===== config.mk =====
export PLATFORM = sky130hd
export DESIGN_NAME = multiphase_clock_noise_sequence_generator_spread
export DESIGN_NICKNAME = d
export VERILOG_FILES = /design/src/inc/clock_spread_pkg.sv /design/src/inc/spread_if.sv /design/src/hw/multiphase_clock_noise_sequence_generator_spread.sv /design/src/hw/ratio_divider.sv /design/src/hw/noise_sequence_generator.sv
export VERILOG_INCLUDE_DIRS = /design/src /design/src/inc
export SDC_FILE = /design/constraint.sdc
export NUM_CORES = 1
export LEC_CHECK = 0
export BUFFER_PORTS_ARGS = -buffer_cell sky130_fd_sc_hd__buf_2
export CAP_MARGIN = 25
export CORE_ASPECT_RATIO = 1.4
export CORE_MARGIN = 2
export CORE_UTILIZATION = 38
export CTS_CLUSTER_SIZE = 10
export DETAILED_ROUTE_END_ITERATION = 6
export GPL_TIMING_DRIVEN = 0
export SLEW_MARGIN = 20
export SYNTH_ARGS = -nofsm -noshare
export SYNTH_HDL_FRONTEND = slang
export SYNTH_SLANG_ARGS = --single-unit

===== constraint.sdc =====
create_clock -name clk -period 14.2 [get_ports clk]
set_clock_uncertainty 0.1 [all_clocks]
set_input_delay 1.42 -clock clk [delete_from_list [all_inputs] [get_ports clk]]
set_output_delay 1.42 -clock clk [all_outputs]
set_load 0.1 [all_outputs]

===== src/inc/clock_spread_defines.svh =====
// Constants for the multiphase clock and spreading code block.
`ifndef CLOCK_SPREAD_DEFINES_SVH
`define CLOCK_SPREAD_DEFINES_SVH

// Clock cycles per master oscillator period; clk is twice the master rate.
`define CLK_PER_MASTER 2
// Master oscillator periods per spreading code step.
`define MASTER_STEP_CYCLES 3200
`define STEP_CLKS (`MASTER_STEP_CYCLES * `CLK_PER_MASTER)

// Divider ratios, held as terminal counts of the half-period counter.
`define DIV_LAST_N1 7'd0
`define DIV_LAST_N10 7'd9
`define DIV_LAST_N100 7'd99
`define DIV_COUNT_WIDTH 7

// Multiphase periods, high lengths and phase spacing, in divider half-periods.
`define PHASE_COUNT_WIDTH 4
`define PH2_PERIOD 4'd2
`define PH2_HIGH 4'd1
`define PH2_SPACING 4'd1
`define PH3_PERIOD 4'd6
`define PH3_HIGH 4'd2
`define PH3_SPACING 4'd2
`define PH4_PERIOD 4'd8
`define PH4_HIGH 4'd4
`define PH4_SPACING 4'd2

// Noise sequence generator.
`define LFSR_WIDTH 9
`define LFSR_SEED 9'h001
`define DAC_WIDTH 7

`endif


===== src/inc/clock_spread_pkg.sv =====
// Types shared by the multiphase clock and spreading code block.
`default_nettype none
package clock_spread_pkg;

    typedef enum logic [1:0] {
        LEVEL_LOW = 2'b00,
        LEVEL_MID = 2'b01,
        LEVEL_HIGH = 2'b11
    } level_type;

    typedef enum logic [1:0] {
        SPREAD_OFF = 2'b00,
        SPREAD_SEED = 2'b01,
        SPREAD_RUN = 2'b11
    } spread_state_type;

    // A three-level pin arrives as 00 low, 01 mid, 11 high; 10 counts as floating.
    function automatic level_type decode_level(input logic [1:0] pin);
        level_type lvl;
        lvl = LEVEL_MID;
        if (pin == 2'b00) begin
            lvl = LEVEL_LOW;
        end else if (pin == 2'b11) begin
            lvl = LEVEL_HIGH;
        end
        return lvl;
    endfunction

endpackage
`default_nettype wire


===== src/inc/spread_if.sv =====
// Link between the top module and the noise sequence generator.
`timescale 1ns/1ps
`default_nettype none
interface spread_if #(
    parameter int DAC_BITS = 7
);
    logic enable;
    logic powered;
    logic step;
    logic [DAC_BITS-1:0] code;

    modport gen (
        input enable,
        output powered,
        output step,
        output code
    );

    modport user (
        output enable,
        input powered,
        input step,
        input code
    );
endinterface
`default_nettype wire


===== src/hw/multiphase_clock_noise_sequence_generator_spread.sv =====
// Multiphase clock generator with down-spread code generation.
//
// How it works
// - Two-phase: all lines half duty, line 2 inverse of line 1.
// - Two-phase: line 3 copies line 1, line 4 copies line 2.
// - Two-phase: output frequency equals divider output frequency.
// - Three-phase: lines 1-3 high one third; line 4 held low.
// - Three-phase: each line lags the previous by a third period.
// - Three-phase: output period is three divider periods.
// - Four-phase: half duty, each line lags previous by quarter period.
// - Four-phase: output period is four divider periods.
// - Pattern select low, mid or high picks two, three or four phases.
// - Slew limiting on for divide by ten or hundred, off for one.
// - Grounded spreading resistor disables spreading, powers down code generation.
// - Nine-bit shift register sequence repeating every 512 shifts.
// - Low seven bits drive the DAC code, updated every shift.
// - Shift register advances once per 3200 master cycles.
// - Zero code gives maximum frequency; full code a one-fifth span.
// - Modulation only ever lowers the frequency.
// - Divider divides master clock by 1, 10 or 100 by ratio select.
// - Sequence generator runs from the master clock, not the outputs.
//
// The clock clk runs at twice the master oscillator rate, so one clk cycle is
// one master half-period and every waveform is built from clock enables.
`timescale 1ns/1ps
`include "clock_spread_defines.svh"
`default_nettype none
module multiphase_clock_noise_sequence_generator_spread #(
    parameter int STEP_CLKS = `STEP_CLKS
) (
    input wire logic clk,
    input wire logic sys_rst,
    input wire logic [1:0] pattern_select_input,
    input wire logic [1:0] ratio_select_input,
    input wire logic spreading_resistor_input,
    output logic clock_line_1,
    output logic clock_line_2,
    output logic clock_line_3,
    output logic clock_line_4,
    output logic slew_limit_en,
    output logic [`DAC_WIDTH-1:0] multiplying_dac_code,
    output logic frequency_spreading,
    output logic code_gen_powered
);
    ////////////////////////////////////////////////////////////////////////////
    // Mode decode.

    clock_spread_pkg::level_type pattern;
    clock_spread_pkg::level_type ratio;
    clock_spread_pkg::level_type pattern_reg;
    logic pattern_changed;
    logic [`PHASE_COUNT_WIDTH-1:0] period;
    logic [`PHASE_COUNT_WIDTH-1:0] high_len;
    logic [`PHASE_COUNT_WIDTH-1:0] spacing;

    assign pattern = clock_spread_pkg::decode_level(pattern_select_input);
    assign ratio = clock_spread_pkg::decode_level(ratio_select_input);
    assign pattern_changed = (pattern != pattern_reg);

    assign period = (pattern == clock_spread_pkg::LEVEL_LOW) ? `PH2_PERIOD :
                    (pattern == clock_spread_pkg::LEVEL_MID) ? `PH3_PERIOD :
                    `PH4_PERIOD;
    assign high_len = (pattern == clock_spread_pkg::LEVEL_LOW) ? `PH2_HIGH :
                      (pattern == clock_spread_pkg::LEVEL_MID) ? `PH3_HIGH :
                      `PH4_HIGH;
    assign spacing = (pattern == clock_spread_pkg::LEVEL_LOW) ? `PH2_SPACING :
                     (pattern == clock_spread_pkg::LEVEL_MID) ? `PH3_SPACING :
                     `PH4_SPACING;

    ////////////////////////////////////////////////////////////////////////////
    // Programmable divider.

    logic tick;

    // Divide by 1, 10 or 100.
    ratio_divider divider (
        .clk(clk),
        .sys_rst(sys_rst),
        .ratio(ratio),
        .tick(tick)
    );

    ////////////////////////////////////////////////////////////////////////////
    // Multiphase generator.

    logic [`PHASE_COUNT_WIDTH-1:0] phase_reg;
    logic [`PHASE_COUNT_WIDTH-1:0] phase_next;
    logic [3:0] lines_next;
    logic [3:0] lines_reg;

    // True when a line with the given offset is high at this point of the cycle.
    function automatic logic line_high(
        input logic [`PHASE_COUNT_WIDTH-1:0] pos,
        input logic [`PHASE_COUNT_WIDTH-1:0] off,
        input logic [`PHASE_COUNT_WIDTH-1:0] per,
        input logic [`PHASE_COUNT_WIDTH-1:0] hi
    );
        logic [`PHASE_COUNT_WIDTH:0] d;
        d = {1'b0, pos} + {1'b0, per} - {1'b0, off};
        if (d >= {1'b0, per}) begin
            d = d - {1'b0, per};
        end
        return d < {1'b0, hi};
    endfunction

    // Pattern change restarts the cycle so no runt phase carries over.
    assign phase_next = pattern_changed ? '0 :
                        !tick ? phase_reg :
                        (phase_reg >= period - 1'b1) ? '0 : phase_reg + 1'b1;

    // Each line is the phase position shifted by its spacing.
    genvar k;
    generate
        for (k = 0; k < 4; k++) begin : g_line
            logic [`PHASE_COUNT_WIDTH-1:0] off_raw;
            logic [`PHASE_COUNT_WIDTH-1:0] off;
            assign off_raw = `PHASE_COUNT_WIDTH'(k * spacing);
            assign off = (off_raw >= period) ? off_raw - period : off_raw;
            if (k == 3) begin : g_last
                // Line 4 idles low in three-phase.
                assign lines_next[k] = (pattern != clock_spread_pkg::LEVEL_MID) &&
                                       line_high(phase_next, off, period, high_len);
            end else begin : g_other
                // Two-phase lines alternate with offsets 0 and 1.
                assign lines_next[k] = line_high(phase_next, off, period, high_len);
            end
        end
    endgenerate

    always_ff @(posedge clk) begin
        if (sys_rst) begin
            phase_reg <= '0;
            pattern_reg <= clock_spread_pkg::LEVEL_LOW;
            lines_reg <= 4'h0;
        end else begin
            phase_reg <= phase_next;
            pattern_reg <= pattern;
            lines_reg <= lines_next;
        end
    end

    assign clock_line_1 = lines_reg[0];
    assign clock_line_2 = lines_reg[1];
    assign clock_line_3 = lines_reg[2];
    assign clock_line_4 = lines_reg[3];

    ////////////////////////////////////////////////////////////////////////////
    // Output driver slew control.

    logic slew_reg;

    // Slew limit for divide by ten and hundred.
    always_ff @(posedge clk) begin
        if (sys_rst) begin
            slew_reg <= 1'b0;
        end else begin
            slew_reg <= (ratio != clock_spread_pkg::LEVEL_LOW);
        end
    end

    assign slew_limit_en = slew_reg;

    ////////////////////////////////////////////////////////////////////////////
    // Spreading code generation.

    spread_if #(.DAC_BITS(`DAC_WIDTH)) spread ();
    logic spreading_reg;
    logic powered_reg;

    assign spread.enable = spreading_resistor_input;

    noise_sequence_generator #(
        .STEP_CLKS(STEP_CLKS)
    ) noise_sequence_generator (
        .clk(clk),
        .sys_rst(sys_rst),
        .link(spread.gen)
    );

    always_ff @(posedge clk) begin
        if (sys_rst) begin
            spreading_reg <= 1'b0;
            powered_reg <= 1'b0;
        end else begin
            spreading_reg <= spread.enable && spread.powered;
            powered_reg <= spread.powered;
        end
    end

    // Code only adds pull-down depth; zero is full speed.
    assign multiplying_dac_code = spread.code;
    assign frequency_spreading = spreading_reg;
    assign code_gen_powered = powered_reg;
endmodule
`default_nettype wire


===== src/hw/ratio_divider.sv =====
// Programmable divider: one tick per divider output half-period.
`timescale 1ns/1ps
`include "clock_spread_defines.svh"
`default_nettype none
module ratio_divider (
    input wire logic clk,
    input wire logic sys_rst,
    input wire clock_spread_pkg::level_type ratio,
    output logic tick
);
    logic [`DIV_COUNT_WIDTH-1:0] count_reg;
    logic [`DIV_COUNT_WIDTH-1:0] count_next;
    logic [`DIV_COUNT_WIDTH-1:0] last_count;
    clock_spread_pkg::level_type ratio_reg;
    logic ratio_changed;
    logic at_last;

    assign last_count = (ratio == clock_spread_pkg::LEVEL_LOW) ? `DIV_LAST_N1 :
                        (ratio == clock_spread_pkg::LEVEL_MID) ? `DIV_LAST_N10 :
                        `DIV_LAST_N100;
    assign ratio_changed = (ratio != ratio_reg);
    assign at_last = (count_reg >= last_count);
    assign tick = at_last && !ratio_changed;
    assign count_next = (at_last || ratio_changed) ? '0 : count_reg + 1'b1;

    always_ff @(posedge clk) begin
        if (sys_rst) begin
            count_reg <= '0;
            ratio_reg <= clock_spread_pkg::LEVEL_LOW;
        end else begin
            count_reg <= count_next;
            ratio_reg <= ratio;
        end
    end
endmodule
`default_nettype wire


===== src/hw/noise_sequence_generator.sv =====
// Nine-bit shift register sequence feeding the multiplying DAC code.
`timescale 1ns/1ps
`include "clock_spread_defines.svh"
`default_nettype none
module noise_sequence_generator #(
    parameter int STEP_CLKS = `STEP_CLKS
) (
    input wire logic clk,
    input wire logic sys_rst,
    spread_if.gen link
);
    localparam int PW = $clog2(STEP_CLKS);

    clock_spread_pkg::spread_state_type state_reg;
    clock_spread_pkg::spread_state_type state_next;
    logic [PW-1:0] pre_reg;
    logic [`LFSR_WIDTH-1:0] lfsr_reg;
    logic [`LFSR_WIDTH-1:0] lfsr_next;
    logic [`DAC_WIDTH-1:0] code_reg;
    logic step_reg;
    logic pre_done;
    logic feedback;

    // Taps 9 and 5 with the low-bits-zero term: a 512-state walk through every code.
    assign feedback = lfsr_reg[8] ^ lfsr_reg[4] ^ (lfsr_reg[7:0] == 8'h00);
    assign lfsr_next = {lfsr_reg[7:0], feedback};
    assign pre_done = (pre_reg == PW'(STEP_CLKS - 1));

    always_comb begin
        state_next = state_reg;
        unique case (state_reg)
            clock_spread_pkg::SPREAD_OFF: begin
                if (link.enable) begin
                    state_next = clock_spread_pkg::SPREAD_SEED;
                end
            end
            clock_spread_pkg::SPREAD_SEED: begin
                state_next = link.enable ? clock_spread_pkg::SPREAD_RUN
                                         : clock_spread_pkg::SPREAD_OFF;
            end
            clock_spread_pkg::SPREAD_RUN: begin
                if (!link.enable) begin
                    state_next = clock_spread_pkg::SPREAD_OFF;
                end
            end
            default: begin
                state_next = clock_spread_pkg::SPREAD_OFF;
            end
        endcase
    end

    always_ff @(posedge clk) begin
        if (sys_rst) begin
            state_reg <= clock_spread_pkg::SPREAD_OFF;
        end else begin
            state_reg <= state_next;
        end
    end

    // Prescaler counts clk, which runs locked to the master oscillator.
    // One shift per 3200 master periods.
    always_ff @(posedge clk) begin
        if (sys_rst || state_reg != clock_spread_pkg::SPREAD_RUN) begin
            pre_reg <= '0;
        end else if (pre_done) begin
            pre_reg <= '0;
        end else begin
            pre_reg <= pre_reg + 1'b1;
        end
    end

    always_ff @(posedge clk) begin
        if (sys_rst || state_reg != clock_spread_pkg::SPREAD_RUN) begin
            lfsr_reg <= `LFSR_SEED;
        end else if (pre_done) begin
            lfsr_reg <= lfsr_next;
        end
    end

    // Low seven bits become the DAC code each shift.
    // Code held at zero while powered down.
    always_ff @(posedge clk) begin
        if (sys_rst || state_reg == clock_spread_pkg::SPREAD_OFF || !link.enable) begin
            code_reg <= '0;
        end else if (state_reg == clock_spread_pkg::SPREAD_SEED) begin
            code_reg <= lfsr_reg[`DAC_WIDTH-1:0];
        end else if (pre_done) begin
            code_reg <= lfsr_next[`DAC_WIDTH-1:0];
        end
    end

    always_ff @(posedge clk) begin
        if (sys_rst) begin
            step_reg <= 1'b0;
        end else begin
            step_reg <= (state_reg == clock_spread_pkg::SPREAD_RUN) && pre_done && link.enable;
        end
    end

    assign link.code = code_reg;
    assign link.step = step_reg;
    assign link.powered = (state_reg != clock_spread_pkg::SPREAD_OFF);
endmodule
`default_nettype wire


Word-level counts from Yosys, hierarchy flattened
Index checks and enable logic that the tools add are counted.
{"block": "totals", "inputBits": 7, "elab_cells": 108, "reg_bits": 53, "output_inout_bits": 14}
{"block": "op_classes", "bitwise_logic": 2, "eq_ne": 13, "mux": 28, "n_addsub": 17, "order_cmp": 14, "reduce_logical": 21, "multipliers": 1}
{"op": "subtractor 5 x 4 -> 5 bit", "count": 8}
{"op": "two-way mux 4 bit", "count": 9}
{"op": "two-way mux 7 bit", "count": 4}
{"op": ">= comparator 5 x 4 -> 1 bit", "count": 4}
{"op": "< comparator 5 x 3 -> 1 bit", "count": 4}
{"op": "two-way mux 5 bit", "count": 4}
{"op": "two-way mux 2 bit", "count": 8}
{"op": "adder 13 x 1 -> 13 bit (second input constant)", "count": 1}
{"op": "equality test 13 bit (second input constant)", "count": 1}
{"op": "logical NOT 2 bit", "count": 5}
{"op": ">= comparator 4 bit", "count": 2}
{"op": "logical NOT 8 bit", "count": 1}
{"op": "adder 7 x 1 -> 7 bit (second input constant)", "count": 1}
{"op": ">= comparator 7 bit", "count": 1}
{"op": "equality test 2 x 1 -> 1 bit (second input constant)", "count": 3}
{"op": "equality test 2 bit (second input constant)", "count": 3}
{"op": "two-way mux 3 bit", "count": 2}
{"op": "inequality test 2 bit (second input constant)", "count": 3}
{"op": "case mux 2 bit (3 select lines)", "count": 1}
{"op": "nonzero test 2 bit", "count": 3}
{"op": "adder 4 x 4 -> 5 bit", "count": 1}
{"op": "adder 4 x 1 -> 4 bit (second input constant)", "count": 1}
{"op": ">= comparator 1 x 4 -> 1 bit (first input constant)", "count": 1}
{"op": ">= comparator 2 x 4 -> 1 bit", "count": 1}
{"op": "15 further kinds", "count": 24}

Longest topological paths before layout
{"block": "logic_depth", "ltp_word": 17, "depth_mapped": 28, "depth_no_buf": 28}

Hierarchy
A second synthesis with hierarchy kept.
{"block": "hier_totals", "cells_unflattened": 439, "hier_area_um2": 3971.3}
{"mod": "multiphase_clock_noise_sequence_generator_spread", "n_inst": 1, "area_per_inst_um2": 2114.5, "cells_per_inst": 239, "seq_area_each_um2": 260.2}
{"mod": "noise_sequence_generator", "n_inst": 1, "area_per_inst_um2": 1321.3, "cells_per_inst": 150, "seq_area_each_um2": 640.6}
{"mod": "ratio_divider", "n_inst": 1, "area_per_inst_um2": 535.5, "cells_per_inst": 50, "seq_area_each_um2": 180.2}

Worst setup path after synthesis
Ideal clock, no wire load.
{"block": "synth_timing", "path_type": "input port to flip-flop", "startpoint": "in pattern_select_input[0]", "endpoint": "reg lines_reg[0]", "slack_ns": 7.718, "path_stages": 22, "setup_ns": 0.075, "n_path_buf": 0, "required_ns": 14.025, "arrival_time_ns": 6.307, "path_cell_list": "ha_1 > inv_1 > ha_1 > a211oi_1 > nand2_1 > or4_1 > a21oi_1 > ha_1 > xor2_1 > inv_1 > fa_1 > xnor2_1 > ha_1 > nor2b_1 > a211oi_1 > o31ai_1 > o22ai_1 > ha_1 > a21oi_1 > o21ai_0 > or2_2 > o22ai_1"}
{"block": "synth_via", "elab_chain_cells": 16, "word_cells_on_any_way": 25, "classes_between": "add/sub (5); order compare (4); eq/ne (3); mux (11); reduce/logical (2)"}
{"item": "start, declared", "line": "multiphase_clock_noise_sequence_generator_spread.sv:33", "text": "input wire logic [1:0] pattern_select_input,"}
{"item": "equality test 2 bit", "line": "clock_spread_pkg.sv:23", "text": "end else if (pin == 2'b11) begin"}
{"item": "two-way mux 2 bit", "line": "clock_spread_pkg.sv:23"}
{"item": "two-way mux 2 bit (*)", "line": "clock_spread_pkg.sv:21", "text": "if (pin == 2'b00) begin"}
{"item": "equality test 2 x 1 -> 1 bit"}
{"item": "two-way mux 4 bit (no line) (2 in series)"}
{"item": "subtractor 4 x 1 -> 4 bit", "line": "multiphase_clock_noise_sequence_generator_spread.sv:109", "text": "(phase_reg >= period - 1'b1) ? '0 : phase_reg + 1'b1;"}
{"item": ">= comparator 4 bit", "line": "multiphase_clock_noise_sequence_generator_spread.sv:109"}
{"item": "two-way mux 4 bit", "line": "multiphase_clock_noise_sequence_generator_spread.sv:109"}
{"item": "two-way mux 4 bit", "line": "multiphase_clock_noise_sequence_generator_spread.sv:108", "text": "!tick ? phase_reg :"}
{"item": "two-way mux 4 bit (*)", "line": "multiphase_clock_noise_sequence_generator_spread.sv:107", "text": "assign phase_next = pattern_changed ? '0 :"}
{"item": "via phase_next[2]", "line": "multiphase_clock_noise_sequence_generator_spread.sv:87", "text": "logic [`PHASE_COUNT_WIDTH-1:0] phase_next;"}
{"item": "adder 4 x 4 -> 5 bit (*)", "line": "multiphase_clock_noise_sequence_generator_spread.sv:99", "text": "d = {1'b0, pos} + {1'b0, per} - {1'b0, off};"}
{"item": "subtractor 5 x 4 -> 5 bit (*)", "line": "multiphase_clock_noise_sequence_generator_spread.sv:99"}
{"item": "subtractor 5 x 4 -> 5 bit / >= comparator 5 x 4 -> 1 bit (equally long branches)", "line": "multiphase_clock_noise_sequence_generator_spread.sv:101, multiphase_clock_noise_sequence_generator_spread.sv:100"}
{"item": "two-way mux 5 bit (*)", "line": "multiphase_clock_noise_sequence_generator_spread.sv:100", "text": "if (d >= {1'b0, per}) begin"}
{"item": "< comparator 5 x 3 -> 1 bit (*)", "line": "multiphase_clock_noise_sequence_generator_spread.sv:103", "text": "return d < {1'b0, hi};"}
{"item": "end signal, assigned", "line": "multiphase_clock_noise_sequence_generator_spread.sv:138", "text": "lines_reg <= lines_next;"}
{"item": "end, declared", "line": "multiphase_clock_noise_sequence_generator_spread.sv:89", "text": "logic [3:0] lines_reg;"}
Mark *: on every way through the listed nets, which the timed path passes. The rest lies on a longest branch.
A chain may end at the register's enable or synchronous reset.

Worst setup path in the final report
{"block": "layout_timing", "startpoint": "in pattern_select_input[0]", "endpoint": "reg lines_reg[0]"}
{"block": "layout_via", "elab_chain_cells": 16, "word_cells_on_any_way": 25, "classes_between": "add/sub (5); order compare (4); eq/ne (3); mux (11); reduce/logical (2)"}
{"item": "equality test 2 bit", "line": "clock_spread_pkg.sv:23"}
{"item": "two-way mux 2 bit", "line": "clock_spread_pkg.sv:23"}
{"item": "two-way mux 2 bit (*)", "line": "clock_spread_pkg.sv:21"}
{"item": "via pattern[1]", "line": "multiphase_clock_noise_sequence_generator_spread.sv:48", "text": "clock_spread_pkg::level_type pattern;"}
{"item": "equality test 2 x 1 -> 1 bit"}
{"item": "two-way mux 4 bit (no line) (2 in series)"}
{"item": "subtractor 4 x 1 -> 4 bit", "line": "multiphase_clock_noise_sequence_generator_spread.sv:109"}
{"item": ">= comparator 4 bit", "line": "multiphase_clock_noise_sequence_generator_spread.sv:109"}
{"item": "two-way mux 4 bit", "line": "multiphase_clock_noise_sequence_generator_spread.sv:109"}
{"item": "two-way mux 4 bit", "line": "multiphase_clock_noise_sequence_generator_spread.sv:108"}
{"item": "two-way mux 4 bit (*)", "line": "multiphase_clock_noise_sequence_generator_spread.sv:107"}
{"item": "via phase_next[2]", "line": "multiphase_clock_noise_sequence_generator_spread.sv:87"}
{"item": "adder 4 x 4 -> 5 bit (*)", "line": "multiphase_clock_noise_sequence_generator_spread.sv:99"}
{"item": "subtractor 5 x 4 -> 5 bit (*)", "line": "multiphase_clock_noise_sequence_generator_spread.sv:99"}
{"item": "subtractor 5 x 4 -> 5 bit / >= comparator 5 x 4 -> 1 bit (equally long branches)", "line": "multiphase_clock_noise_sequence_generator_spread.sv:101, multiphase_clock_noise_sequence_generator_spread.sv:100"}
{"item": "two-way mux 5 bit (*)", "line": "multiphase_clock_noise_sequence_generator_spread.sv:100"}
{"item": "< comparator 5 x 3 -> 1 bit (*)", "line": "multiphase_clock_noise_sequence_generator_spread.sv:103"}
Marks and branches as above.

==> impl_metrics.py <==
metrics = {
    "yosys": {
        "ys_types": 53,
        "seq_area_frac_synth": 0.279,
        "synth_async_sr_flop_share": 0,
        "synth_common_cells": "ha_1, dfxtp_1, nor2_1, nand2_1, inv_1",
        "synth.largest_area_cell": "dfxtp_1",
        "yosys_register_bits": 52,
        "netlist_top_cells_area": "dfxtp_1, ha_1, nor2_1",
        "syn-cell-area_mm2": 0.00373,
        "avgSynthCellArea_um2": 8.73,
        "synth_top_cell_area_share": 0.279,
        "synth.most_common_cell": "ha_1",
        "yosysWarnings": 0,
        "synth_edf_count": 0,
        "synth-main-ff-cell": "dfxtp_1",
        "synthCells": 428,
    },
    "detailed_routing": {
        "vias_per_cell": 5.08,
        "antenna_left": 0,
        "drc": 0,
        "wl_mm": 7.54,
        "post_drt_wl_per_cell_um": 12.8,
        "via_count": 2986,
        "drt_first_pass_iters": 4,
        "first_iter_violations": 104,
    },
    "sta": {
        "tns_ps": 0,
        "min_period_over_period": 0.517,
        "fin_crit_ps": 7350,
        "rsz0062_at_grt": "no",
        "setup_viol": 0,
        "max_freq_ghz": 0.136,
        "slew_headroom": 0.463,
        "setup_ws_ps": 6850,
        "max_slew.worst_pin.slew_ps": 799,
        "hold_viol_final": 0,
        "drv_slew": 0,
    },
    "floorplanning": {
        "coreArea_mm2": 0.00951,
        "dieWidth_um": 87.8,
        "io_pins": 21,
        "dieArea_mm2": 0.0106,
        "rows": 42,
        "start_util": 0.393,
        "die_h_um": 121,
    },
    "setup_path": {
        "cp_data_arrival_time_ps": 7470,
        "startpoint_type": "input port",
        "crit_top_cell": "ha_1",
        "cp_slowest_stage_delay_ps": 490,
        "cp.required_ps": 14320,
        "crit_path_end_kind": "flop",
        "crit_chain": "buf_2, ha_1, inv_1, ha_1, a211oi_1, nand2_1, or4_1, a21oi_1, ha_1, xor2_1, inv_1, fa_1, xnor2_1, ha_1, nor2b_1, a211oi_1, o31ai_1, o22ai_1, ha_1, a21oi_1, o21ai_0, or2_2, o22ai_1",
        "critical_path.slowest_cell": "or4_1",
        "worstPathMaxFanout": 16,
        "path_class": "input port to flop",
    },
    "final_layout": {
        "nNetsFinal": 523,
        "multi_input_area_mm2": 0.00255,
        "largest_reg_flops": 13,
        "syn2layout_area_growth_pct": 11.1,
        "diodes": 0,
        "fillers": 959,
        "drive_above_1_share": 0.0746,
        "final_util": 0.436,
        "register_area_mm2": 0.00104,
    },
    "clock_tree": {
        "cts_buffers": 5,
        "cts_num_sinks": 52,
        "clk_pin_slew_ps": 70,
        "clockBufferDepth": 2,
        "insertion_delay_ps": 290,
        "root_buffer": "clkbuf_16",
        "cts_setup_buffers": 0,
        "ctsHoldBuffers": 0,
        "ctsResizeCount": 0,
        "tritoncts": "done",
        "cts_htree_levels": 2,
    },
    "power_and_ir_drop": {
        "p_leak_nw": 1.80,
        "p_per_area_mw_per_mm2": 102,
        "ir_drop_v": 0.0000479,
    },
    "job": {
        "maxCapViolCount": 0,
    },
    "placement": {
        "gp_congestion": 0.845,
        "io_buffers": 19,
        "dp_hpwl_mm": 5.97,
        "place_ws_ps": 6600,
    },
    "global_route": {
        "track_usage": 0.152,
        "grt_pass1_vias": 2951,
        "grt_antenna_before_repair": 0,
        "overflow": 0,
        "grt_max_degree": 19,
        "grt_pass1_wl_mm": 13.1,
    },
    "status": {
        "status": "finished clean",
    },
    "hold_path": {
        "hold_class": "flop to flop",
    },
}
through the flow:
stage / area [um2] / cells / power (mW) / hold WS (ps)
5_1_grt: 4150 / 588 / 0.457 / 398
6_report: 4150 / 588 / 0.424 / 365
3_3_place_gp: 4000 / 580 / 0.300 / 350
3_5_place_dp: 4000 / 580 / 0.305 / 350
2_1_floorplan: 3740 / 429 / 0.278 / 326
4_1_cts: 4150 / 588 / 0.431 / 367
placed cells by master (no fill, tap or decap), types with 16 or more instances in the layout:
cell	n
dfxtp_1	52
nor2b_1	16
xnor2_1	17
ha_1	53
nor2_1	45
buf_2	20
nand2_1	37
a21oi_1	22
inv_1	30
xor2_1	17
o21ai_0	17
final cells by class:
cell class / instances / area share
Multi-Input combinational cell: 340 / 0.616
Sequential cell: 52 / 0.251
Tap cell: 132 / 0.0398
Clock buffer: 5 / 0.0302
Inverter: 30 / 0.0271
Timing Repair Buffer: 19 / 0.0229
Buffer: 7 / 0.00754
Clock inverter: 3 / 0.00603
kinds of logic after synthesis:
logic type	after synthesis	share of synthesized area
AND/OR/NAND/NOR	149	0.193
AO/OA/AOI/OAI	80	0.142
adder cells (fa/ha/maj)	62	0.223
flip-flops	52	0.279
XOR/XNOR	37	0.0982
buffers and inverters	37	0.0385
multiplexers	9	0.0241
other	2	0.00201
where the power goes:
| group | internal, mW | total (mW) | leakage (nW) | switching (mW) |
|---|---|---|---|---|
| sequential | 0.150 | 0.151 | 0.421 | 0.00164 |
| clock | 0.0667 | 0.123 | 0.0708 | 0.0565 |
| combinational | 0.0589 | 0.149 | 1.31 | 0.0906 |
layer usage:
layer	track usage	vias up	share of wire	wire length, um
li1	-	1543	-	-
met3	0.0245	12	0.017	130
met5	0	-	0	0
met1	0.180	1400	0.44	3280
met4	0.0538	0	0.021	155
met2	0.272	31	0.53	3970
critical path: cells and delay by family:
| family | cells | cell delay (ps) |
|---|---|---|
| AND/OR/NAND/NOR | 4 | 1090 |
| adder cells (fa/ha/maj) | 6 | 2030 |
| XOR/XNOR | 2 | 710 |
| AO/OA/AOI/OAI | 8 | 1520 |
| buffers and inverters | 3 | 680 |
path summary, 6_finish.rpt:
kind,startpoint,end,slack [ps],depth (start not counted)
hold / removal,divider.count_reg[0]$_SDFF_PP0_,divider.count_reg[0]$_SDFF_PP0_,360,1
setup / recovery,pattern_select_input[0],lines_reg[0]$_SDFF_PP0_,6850,23
setup reg to reg,divider.count_reg[0]$_SDFF_PP0_,lines_reg[0]$_SDFF_PP0_,8140,23
hold reg to reg,divider.count_reg[0]$_SDFF_PP0_,divider.count_reg[0]$_SDFF_PP0_,360,1
(Power assumes the default switching activity.)
